**src/hdl/mq_flag_cfg.svh**
```systemverilog
// Constants for the multi-queue flag and mode control block.
// Assumes inclusion by the design module and the test bench only.
`ifndef MQ_FLAG_CFG_SVH
`define MQ_FLAG_CFG_SVH

// Register offsets (byte addresses, one word each)
`define MQ_REG_CTRL        8'h00
`define MQ_REG_STATUS      8'h04

// Control register fields
`define MQ_CTRL_LAST_LSB   0
`define MQ_CTRL_LAST_MSB   3
`define MQ_CTRL_RESET      32'h0000_0003

// Status register field positions
`define MQ_ST_MASTER       0
`define MQ_ST_PACKET       1
`define MQ_ST_POLLED       2
`define MQ_ST_SELECTED     3
`define MQ_ST_RWORD_LSB    8
`define MQ_ST_WWORD_LSB    12
`define MQ_ST_RQUEUE_LSB   16
`define MQ_ST_WQUEUE_LSB   24

// Geometry
`define MQ_WORD_BITS       8
`define MQ_WORD_COUNT      16
`define MQ_QUEUE_SLOTS     128
`define MQ_ADDR_BITS       8
`define MQ_DEVID_LSB       5
`define MQ_DATA_BITS       36

`endif

```
**src/hdl/mq_flag_pkg.sv**
```systemverilog
// Types shared by the multi-queue flag and mode control block.
// Assumes the configuration header is compiled alongside.
package mq_flag_pkg;

    // Configuration phase of the device
    typedef enum logic {
        PHASE_HELD,
        PHASE_RUN
    } phase_t;

    typedef logic [3:0] word_idx_t;   // Status word index
    typedef logic [4:0] queue_idx_t;  // Queue within this device
    typedef logic [7:0] status_word_t;

endpackage

```
**src/hdl/multiqueue_flag_mode_control.sv**
```systemverilog
// Flag, status-bus and mode control of a multi-queue flow-control device.
// Assumes one 100 MHz clock; read and write port clocks arrive as one-cycle
// enable pulses (readTick, writeTick) and all inputs are synchronous.
// Per-queue conditions come from queue storage as active-high vectors.
//
// Summary of operation
// RL1: Master-select sampled at full reset sets role
// RL2: Master drives outputs; slaves float after reset
// RL3: Single device: surroundings tie master-select high
// RL4: Full reset is a high-low-high pulse
// RL5: Software programs device after each full reset
// RL6: Master: output enable gates data bus asynchronously
// RL7: Slave: data bus floats until read-selected
// RL8: Near-empty flag low for selected read queue
// RL9: Near-full flag low for selected write queue
// RL10: Read status bus: 8 bits, 16 words
// RL11: Write status bus: 8 bits, 16 words
// RL12: Flag-mode latched at full reset: direct/polled
// RL13: Both status buses can float for sharing
// RL14: Direct: read word chosen by address, strobe
// RL15: Direct: write word chosen by address, strobe (code also requires writeAddressEnable)
// RL16: Polled: read bus steps each read tick
// RL17: Polled: write bus steps each write tick
// RL18: Packet-mode latched at full reset
// RL19: Packet mode: bus shows packet-ready, flag active
// RL20: Near-empty mode: bus near-empty, packet flag idle
// RL21: Packet detection uses writer's start/end marks
// RL22: Packet flag low when complete packet queued
// RL23: Polled sequence wraps after last word
// RL24: Latched modes hold until next full reset
`timescale 1ns/1ps
`include "mq_flag_cfg.svh"

module multiqueue_flag_mode_control
(
    input  wire logic                                     clock,
    input  wire logic                                     rst,
    // Classic Wishbone slave
    input  wire logic                                     wb_cyc_i,
    input  wire logic                                     wb_stb_i,
    input  wire logic                                     wb_we_i,
    input  wire logic [7:0]                               wb_adr_i,
    input  wire logic [31:0]                              wb_dat_i,
    input  wire logic [3:0]                               wb_sel_i,
    output logic      [31:0]                              wb_dat_o,
    output logic                                          wb_ack_o,
    // Straps and reset
    input  wire logic                                     fullResetN,
    input  wire logic                                     primaryRoleSelect,
    input  wire logic                                     packetModeSelect,
    input  wire logic                                     flagModeSelect,
    input  wire logic [2:0]                               deviceId,
    // Read port
    input  wire logic                                     readTick,
    input  wire logic [`MQ_ADDR_BITS-1:0]                 readQueueAddress,
    input  wire logic                                     readAddressEnable,
    input  wire logic                                     readStatusStrobe,
    input  wire logic                                     outputEnableN,
    // Write port
    input  wire logic                                     writeTick,
    input  wire logic [`MQ_ADDR_BITS-1:0]                 writeQueueAddress,
    input  wire logic                                     writeAddressEnable,
    input  wire logic                                     writeStatusStrobe,
    // Per-queue conditions from queue storage, active high
    input  wire logic [`MQ_QUEUE_SLOTS-1:0]               queueNearEmpty,
    input  wire logic [`MQ_QUEUE_SLOTS-1:0]               queueNearFull,
    input  wire logic [`MQ_QUEUE_SLOTS-1:0]               queuePacketReady,
    // Pins, each with its output enable
    output logic                                          dataOutOe,
    output logic                                          nearEmptyFlagN,
    output logic                                          packetAvailFlagN,
    output logic                                          flagOe,
    output logic                                          nearFullFlagN,
    output logic      [`MQ_WORD_BITS-1:0]                 readStatusBus,
    output logic                                          readStatusOe,
    output logic      [`MQ_WORD_BITS-1:0]                 writeStatusBus,
    output logic                                          writeStatusOe
);
    import mq_flag_pkg::*;

    // Picks one 8-bit status word out of a per-queue vector
    function automatic status_word_t wordOf
    (
        input logic [`MQ_QUEUE_SLOTS-1:0] vec,
        input word_idx_t                  idx
    );
        wordOf = vec[idx*`MQ_WORD_BITS +: `MQ_WORD_BITS];
    endfunction

    // True when the device field of an address names this device
    function automatic logic addrIsMine
    (
        input logic [`MQ_ADDR_BITS-1:0] addr,
        input logic [2:0]               id
    );
        addrIsMine = (addr[`MQ_ADDR_BITS-1:`MQ_DEVID_LSB] == id);
    endfunction

    phase_t     phase;           // Held in full reset or running
    logic       isMaster;        // Latched role
    logic       packetMode;      // Latched packet/near-empty mode
    logic       polledMode;      // Latched flag-bus mode
    logic       slaveSelected;   // Slave picked on the read port
    queue_idx_t readQueue;       // Queue selected for reading
    queue_idx_t writeQueue;      // Queue selected for writing
    word_idx_t  readWord;        // Word on the read status bus
    word_idx_t  writeWord;       // Word on the write status bus
    word_idx_t  lastWord;        // Last word of the polled sequence
    logic       ackHeld;         // Registered bus answer

    // Bus decode
    wire        wbReq      = wb_cyc_i & wb_stb_i & ~ackHeld;
    wire        hitCtrl    = (wb_adr_i == `MQ_REG_CTRL);
    wire        hitStatus  = (wb_adr_i == `MQ_REG_STATUS);
    wire        ctrlWrite  = wbReq & wb_we_i & hitCtrl & wb_sel_i[0];

    // Port selections when the device field matches; readOther when it names another device
    wire        readMine   = addrIsMine(readQueueAddress, deviceId);
    wire        writeMine  = addrIsMine(writeQueueAddress, deviceId);
    wire        readSelect = readTick & readAddressEnable & readMine;
    wire        readOther  = readTick & readAddressEnable & ~readMine;
    wire        writeSelect = writeTick & writeAddressEnable & writeMine;
    wire        readPick   = readTick & readStatusStrobe & readMine;
    wire        writePick  = writeTick & writeStatusStrobe & writeAddressEnable & writeMine;

    // Polled sequence successors, wrapping after the last word
    wire        readWrap   = (readWord == lastWord);
    wire        writeWrap  = (writeWord == lastWord);
    wire word_idx_t readNext  = readWrap ? 4'h0 : readWord + 4'h1;   // see RL23
    wire word_idx_t writeNext = writeWrap ? 4'h0 : writeWord + 4'h1; // see RL23

    // Ownership of the shared pins
    wire        running    = (phase == PHASE_RUN);
    wire        owner      = running & (isMaster | slaveSelected);   // see RL2

    // Status word contents, active low on the pins
    wire status_word_t readFlags  = packetMode ? wordOf(queuePacketReady, readWord)
                                               : wordOf(queueNearEmpty, readWord);
    wire status_word_t writeFlags = wordOf(queueNearFull, writeWord);

    // Status register image
    wire [31:0] statusImage = {3'h0, writeQueue, 3'h0, readQueue, writeWord, readWord,
                               4'h0, slaveSelected, polledMode, packetMode, isMaster};

    // Read data for the addressed register; unmapped reads as zero
    wire [31:0] readMux = hitCtrl   ? {28'h0, lastWord} :
                          hitStatus ? statusImage : 32'h0;

    // Phase: held while full reset is low, running after release
    always_ff @(posedge clock)
    begin
        if (rst)
            phase <= PHASE_HELD;
        else if (!fullResetN)                // see RL4
            phase <= PHASE_HELD;
        else
            phase <= PHASE_RUN;
    end

    // Straps are caught while full reset is low, so the value at release wins
    always_ff @(posedge clock)
    begin
        if (rst)
        begin
            isMaster   <= 1'b1;
            packetMode <= 1'b0;
            polledMode <= 1'b0;
        end
        else if (!fullResetN)                // Frozen otherwise, see RL24
        begin
            isMaster   <= primaryRoleSelect; // see RL1
            packetMode <= packetModeSelect;  // see RL18
            polledMode <= flagModeSelect;    // see RL12
        end
    end

    // Slave selection follows the last read-port queue pick
    always_ff @(posedge clock)
    begin
        if (rst || !fullResetN)
            slaveSelected <= 1'b0;
        else if (readSelect)                 // see RL7
            slaveSelected <= 1'b1;
        else if (readOther)                  // Another device took the port
            slaveSelected <= 1'b0;
    end

    // Queue selections on each port
    always_ff @(posedge clock)
    begin
        if (rst || !fullResetN)
        begin
            readQueue  <= 5'h00;
            writeQueue <= 5'h00;
        end
        else
        begin
            if (readSelect)
                readQueue <= readQueueAddress[4:0];
            if (writeSelect)
                writeQueue <= writeQueueAddress[4:0];
        end
    end

    // Read status bus word: direct pick or polled step
    always_ff @(posedge clock)
    begin
        if (rst || !fullResetN)
            readWord <= 4'h0;
        else if (polledMode && readTick)     // see RL16
            readWord <= readNext;
        else if (!polledMode && readPick)    // see RL14
            readWord <= readQueueAddress[3:0];
    end

    // Write status bus word: direct pick or polled step
    always_ff @(posedge clock)
    begin
        if (rst || !fullResetN)
            writeWord <= 4'h0;
        else if (polledMode && writeTick)    // see RL17
            writeWord <= writeNext;
        else if (!polledMode && writePick)   // see RL15
            writeWord <= writeQueueAddress[3:0];
    end

    // Status buses load on their own port tick
    always_ff @(posedge clock)
    begin
        if (rst)
        begin
            readStatusBus  <= 8'hFF;
            writeStatusBus <= 8'hFF;
        end
        else
        begin
            if (readTick)                    // see RL10, RL19, RL20
                readStatusBus <= ~readFlags;
            if (writeTick)                   // see RL11
                writeStatusBus <= ~writeFlags;
        end
    end

    // Discrete flags, each updated on its own port tick
    always_ff @(posedge clock)
    begin
        if (rst || !fullResetN)
        begin
            nearEmptyFlagN   <= 1'b1;
            packetAvailFlagN <= 1'b1;
            nearFullFlagN    <= 1'b1;
        end
        else
        begin
            if (readTick)
            begin
                nearEmptyFlagN   <= ~queueNearEmpty[{2'b00, readQueue}];      // see RL8
                // Idle high in near-empty mode; marks come from the writer
                packetAvailFlagN <= ~(packetMode &
                                      queuePacketReady[{2'b00, readQueue}]); // see RL21, RL22
            end
            if (writeTick)
                nearFullFlagN <= ~queueNearFull[{2'b00, writeQueue}];         // see RL9
        end
    end

    // Shared pins float unless this device owns them
    always_comb
    begin
        flagOe        = owner;                // see RL2
        readStatusOe  = owner;                // see RL13
        writeStatusOe = owner;                // see RL13
        // Output enable acts without the clock
        dataOutOe     = owner & ~outputEnableN; // see RL6, RL7
    end

    // Control register: last word of the polled sequence, software must set it
    always_ff @(posedge clock)
    begin
        if (rst)
            lastWord <= 4'h3;                // see RL5
        else if (ctrlWrite)
            lastWord <= wb_dat_i[`MQ_CTRL_LAST_MSB:`MQ_CTRL_LAST_LSB];
    end

    // One-cycle answer; ack drops the cycle after it is given
    always_ff @(posedge clock)
    begin
        if (rst)
        begin
            ackHeld  <= 1'b0;
            wb_dat_o <= 32'h0;
        end
        else
        begin
            ackHeld  <= wbReq;
            wb_dat_o <= wbReq ? readMux : 32'h0;
        end
    end

    assign wb_ack_o = ackHeld;

endmodule

```
**config.mk**
```make
export PLATFORM = sky130hd
export DESIGN_NAME = multiqueue_flag_mode_control
export DESIGN_NICKNAME = d
export VERILOG_FILES = /design/src/hdl/mq_flag_pkg.sv /design/src/hdl/multiqueue_flag_mode_control.sv
export VERILOG_INCLUDE_DIRS = /design/src /design/src/hdl
export SDC_FILE = /design/constraint.sdc
export NUM_CORES = 1
export LEC_CHECK = 0
export BUFFER_PORTS_ARGS = -buffer_cell sky130_fd_sc_hd__buf_2
export CAP_MARGIN = 5
export CORE_AREA = 5 5 197 199
export CTS_CLUSTER_SIZE = 14
export DETAILED_ROUTE_END_ITERATION = 10
export DIE_AREA = 0 0 202 204
export PLACE_DENSITY_LB_ADDON = 0.05
export SETUP_SLACK_MARGIN = 0.4
export SYNTH_ARGS = -nofsm -noshare
export SYNTH_HDL_FRONTEND = slang
export SYNTH_SLANG_ARGS = --single-unit
export TNS_END_PERCENT = 50
```
**constraint.sdc**
```tcl
create_clock -name clock -period 2.8 [get_ports clock]
set_clock_uncertainty 0.1 [all_clocks]
set_input_delay 0.28 -clock clock [delete_from_list [all_inputs] [get_ports clock]]
set_output_delay 0.28 -clock clock [all_outputs]
set_load 0.03 [all_outputs]
```
# Yosys cells after proc, flatten, opt, wreduce, memory -nomap -nowiden

Index checks and enable logic that the tools add are counted.

Add/sub/neg operators: 2
Magnitude comparators: 2
Eq/ne operators: 5
Shifts and indexed selects: 3
Muxes and demuxes: 18
Bitwise logic cells: 29
Reduce and logical (&&, ||, !) cells: 13

Operator list:

| operator                                                                     | number |
|---|---|
| 128-bit by 8-bit variable part select with 8-bit output                      | 3 |
| 4-bit 2-to-1 mux                                                             | 8 |
| 1-bit bitwise AND                                                            | 18 |
| 5-bit by 8-bit less-than comparator with 1-bit output, second input constant | 2 |
| 8-bit NOT                                                                    | 2 |
| 1-bit binary-select mux with 5-bit select                                    | 3 |
| 4-bit by 1-bit adder with 4-bit output, second input constant                | 2 |
| 4-bit equality test                                                          | 2 |
| 8-bit by 3-bit equality test with 1-bit output, second input constant        | 1 |
| 8-bit zero test                                                              | 1 |
| 8-bit 2-to-1 mux                                                             | 1 |
| 1-bit NOT                                                                    | 8 |
| 3-bit equality test                                                          | 2 |
| 1-bit 2-to-1 mux                                                             | 6 |
| 2-bit nonzero test                                                           | 3 |
| 1-bit logical AND                                                            | 4 |
| 4-bit OR reduction                                                           | 1 |
| 1-bit zero test                                                              | 2 |
| 2-bit OR reduction                                                           | 1 |
| 1-bit logical OR                                                             | 1 |
| 1-bit OR                                                                     | 1 |

Bits in registers: 69
Input port bits: 463
Output and inout port bits: 56
Logic and storage cells: 90

# Longest topological paths before layout

Word-level depth: 6
Depth in mapped cells: 8

# Least setup slack after synthesis

No wires, ideal clock.

Path kind: reg-to-reg
Start: reg writeWord[0]
End: reg writeStatusBus[2]
Library setup time: 0.070 ns
Data arrival time: 1.763 ns
Required time: 2.630 ns
Path slack: 0.867 ns
Cell stages (with the launch flop): 7
Path buffers: 2
Period minus slack after synthesis: 1.933 ns
Cells stage by stage: dfxtp_1 buf_2 buf_2 mux4_2 a22oi_1 nand2_1 a21oi_1

Word-level cells in the longest chain between the ends: 2

RTL lines:

| element                                                 | line                                | text |
|---|---|---|
| start: declaration                                      | multiqueue_flag_mode_control.sv:107 | `word_idx_t writeWord;` |
| start signal: assignment                                | multiqueue_flag_mode_control.sv:222 | `writeWord <= writeNext;` |
| start signal: assignment                                | multiqueue_flag_mode_control.sv:224 | `writeWord <= writeQueueAddress[3:0];` |
| 128-bit by 8-bit variable part select with 8-bit output | multiqueue_flag_mode_control.sv:87  | `` wordOf = vec[idx*`MQ_WORD_BITS +: `MQ_WORD_BITS]; `` |
| 8-bit NOT                                               | multiqueue_flag_mode_control.sv:240 | `writeStatusBus <= ~writeFlags;` |
| end signal: assignment                                  | multiqueue_flag_mode_control.sv:240 |  |
| end: declaration                                        | multiqueue_flag_mode_control.sv:76  | `` output logic [`MQ_WORD_BITS-1:0] writeStatusBus, `` |

No other way between the ends.
A chain may end at the register's enable or synchronous reset.

# Final worst setup path

Start: reg packetMode
End: reg readStatusBus[3]

Word-level cells in the longest chain between the ends: 2

RTL lines:

| element                  | line                                | text |
|---|---|---|
| start: declaration       | multiqueue_flag_mode_control.sv:101 | `logic packetMode;` |
| start signal: assignment | multiqueue_flag_mode_control.sv:172 | `packetMode <= packetModeSelect;` |
| 8-bit 2-to-1 mux         | multiqueue_flag_mode_control.sv:137 | `wire status_word_t readFlags = packetMode ? wordOf(queuePacketReady, readWord)` |
| 8-bit NOT                | multiqueue_flag_mode_control.sv:238 | `readStatusBus <= ~readFlags;` |
| end signal: assignment   | multiqueue_flag_mode_control.sv:238 |  |
| end: declaration         | multiqueue_flag_mode_control.sv:74  | `` output logic [`MQ_WORD_BITS-1:0] readStatusBus, `` |

No other way between the ends.

==> summary.md <==
| Metric | Value |
|---|---|
| Outcome | `complete, no violations` |
| Total congestion overflow | `0` |
| Fin. Hold Viols | `0` |
| Fillcell total | `4,023` |
| Largest area contributor in the netlist | `mux4_2` |
| PD cells | `333 nW/um2` |
| Unique masters post-synth | `47` |
| Routed length per instance | `23.7 um` |
| Register area | `1390 um2` |
| Hold Buf Count CTS | `0` |
| Standard-cell rows | `71` |
| DRC viols | `0` |
| Nets@finish | `1,505` |
| Worst slew margin | `55.8%` |
| Worst Path Required | `2980 ps` |
| Layout cells sized above 1 | `61.2%` |
| Unrepaired setup endpoints after global routing | `false` |
| CTS resizes | `0` |
| HP Class | `in -> reg` |
| Vias in the first global route | `7,754` |
| Maximum vdd drop | `0.270 mV` |
| Ports | `519` |
| Termination of the worst setup path | `readStatusBus[3]$_SDFFE_PP1P_` |
| Synthesized instance count | `583` |
| CTS tree | `yes` |
| Dominant cells by area after synthesis | `mux4_2 (39%), dfxtp_1 (21%), mux2i_1 (9.0%)` |
| TNS Setup | `0 ps` |
| Starting Density | `17.5%` |
| Critical-path maximum fanout | `29` |
| Crit-path cells | `buf_12 > nand3b_1 > o22ai_1 > nor3_1 > o21ai_0 > nand4_1` |
| Crit path buffers/inverters | `1` |
| Arrival @ worst endpoint | `2350 ps` |
| Top-area cell type share of the netlist area | `39.3%` |
| Yosys reg bits | `69` |
| Core outline area | `37,000 um2` |
| Full die area | `41,200 um2` |
| Cts bufs inserted | `9` |
| Leak | `4.05 nW` |
| RR Startpoint | `packetMode$_SDFFE_PP0N_` |
| Worst reg2reg endpoint | `readStatusBus[3]$_SDFFE_PP1P_` |
| Max cap viols | `0` |
| Crit. End Element | `flip-flop` |
| Mapped Area | `6480 um2` |
| CP Launch Point | `packetMode$_SDFFE_PP0N_` |
| GP Congestion | `0.837` |
| Finish-stage setup viols | `0` |
| IO buf count | `477` |
| Top FF cell, synth | `dfxtp_1` |
| Slowest CP cell | `dfxtp_4` |
| First-pass GRT wire length | `51,600 um` |
| Area Overhead vs Synth | `50.5%` |
| 1st-iter DRT viols | `243` |
| Post-CTS setup buffers | `0` |
| Multi-input gate area in the final layout | `4780 um2` |
| Final WL | `36,000 um` |
| Tcrit/Tclk final | `77.2%` |
| Worst stage delay on the critical path | `580 ps` |
| Transition time of the tightest slew-check pin | `662 ps` |
| Crit path time final | `2160 ps` |
| Critical path class | `reg -> reg` |
| Synth async-reset ratio | `0%` |
| Fmax | `462 MHz` |
| CP Launch Type | `flip-flop` |
| Max clock buf depth | `2` |
| R2r setup slk | `640 ps` |
| Hpwl dp | `31,500 um` |
| Clk pin slew, worst setup/hold paths | `60 ps` |
| GR Util All Layers | `16.8%` |
| Number of cells on the critical path | `6` |
| Initial antenna violation count | `9` |
| Synth Warn # | `0` |
| H-tree levels | `3` |
| Max Slew Vio Count | `0` |
| Top cell family by delay on the critical path | `simple AND/OR/NAND/NOR gates` |
| Die width | `202 um` |
| Chip height | `204 um` |
| Via Count | `6,925` |
| R2r worst-path depth | `6` |
| Skew-Pair Late Insertion Delay | `340 ps` |
| Post-layout util | `26.3%` |
| First-pass detailed-route iteration total | `4` |
| Vias per inst | `4.55` |
| Syn avg cell area | `11.1 um2` |
| Post-synth EDFFs | `0` |
| Clk root buf | `clkbuf_16` |
| Seq/Total Area, Yosys | `21.3%` |
| Largest net degree at the start of global routing | `30` |
| Post-route ant nets | `0` |
| Clock Sinks | `69` |
## area by class of cell
cell class	count	share of cell area, %
tap	474	6.08
clock inverter	3	0.705
clock buffer	13	2.67
antenna	3	0.0770
multi-input combinational	450	49.0
timing repair buffer	502	26.9
sequential	69	14.3
inverter	8	0.308
## worst reg2reg max path: cells and delay by family (launching register included)
family	cells	cell delay [ps]
and+or+nand+nor	3	810
AOI/OAI and AO/OA	2	330
DFF	1	580
buffers and inverters	1	290
## cells in the mapped netlist (3+ instances only)
library cell,count
and2_1,19
nor2_1,33
buf_1,4
buf_4,14
mux4_2,113
o22a_1,6
nor2b_1,15
nand2b_1,5
o22ai_1,11
nand2_1,33
inv_1,7
xnor2_1,9
nand3_1,6
mux2i_1,58
nand4_1,9
nor3_1,23
a211o_1,3
buf_2,24
xor2_1,7
nand4b_1,3
a211oi_1,3
a21oi_1,29
clkbuf_1,23
o21ai_0,13
dfxtp_1,69
a22oi_1,17
## metrics by stage
stage | setup WS, ps | area (um2) | cells | hold slack [ps] | power (mW)
finish | 637 | 9750 | 1522 | 72.6 | 3.25
global route | 417 | 9750 | 1521 | 85.1 | 3.45
CTS | 505 | 9750 | 1519 | 51.9 | 3.34
detailed placement | 519 | 9420 | 1503 | 380 | 2.02
global placement | 534 | 9420 | 1503 | 375 | 2.02
floorplan | 867 | 6520 | 592 | 298 | 1.52
## metal layers
layer | GRT usage, % | share of wire [%] | up-vias
met5 | 0 | 0.16 | -
met4 | 3.05 | 1.2 | 8
met3 | 4.84 | 7.0 | 27
met2 | 31.9 | 53 | 310
met1 | 18.8 | 38 | 3358
li1 | - | - | 3222
## registers in the layout (all words and copies together) (netlist names), 4 cells and up
name and count:
lastWord 4, readQueue 5, readStatusBus 8, readWord 4, wb_dat_o 22, writeQueue 5
writeStatusBus 8, writeWord 4
## kinds of logic after synthesis
| family | share of synthesized area (%) |
|---|---|
| mux | 48.6 |
| xor+xnor | 2.16 |
| simple gates | 12.6 |
| flops | 21.3 |
| buf+inv | 5.50 |
| compound gates | 9.36 |
| fa+ha+maj | 0.386 |
| other cells | 0.0579 |
## layout by cell type, fill, tap and decap left out, types with 13 or more instances in the layout
master	instances
dfxtp_1	64
nor2_1	33
nor3_1	23
a21oi_1	29
mux4_2	113
mux2i_1	58
a22oi_1	17
nor2b_1	15
nand2_1	33
o21ai_0	13
buf_4	21
and2_1	19
buf_2	477
## how the worst min path moves through the flow
stage | start | endpoint | cells after the start
6_report | packetModeSelect | packetMode$_SDFFE_PP0N_ | 3
5_1_grt | packetModeSelect | packetMode$_SDFFE_PP0N_ | 3
4_1_cts | packetModeSelect | packetMode$_SDFFE_PP0N_ | 3
3_5_place_dp | readStatusBus[5]$_SDFFE_PP1P_ | readStatusBus[5]$_SDFFE_PP1P_ | 2
3_3_place_gp | readStatusBus[5]$_SDFFE_PP1P_ | readStatusBus[5]$_SDFFE_PP1P_ | 2
2_1_floorplan | fullResetN | isMaster$_SDFFE_PP1N_ | 1
## report_power, final
| part | internal, mW | total [mW] | switching, mW |
|---|---|---|---|
| Combinational | 0.507 | 0.926 | 0.419 |
| Sequential | 1.01 | 1.05 | 0.0395 |
| Clock | 0.831 | 1.28 | 0.447 |
| Total | 2.35 | 3.25 | 0.905 |
(Power assumes the default switching activity.)
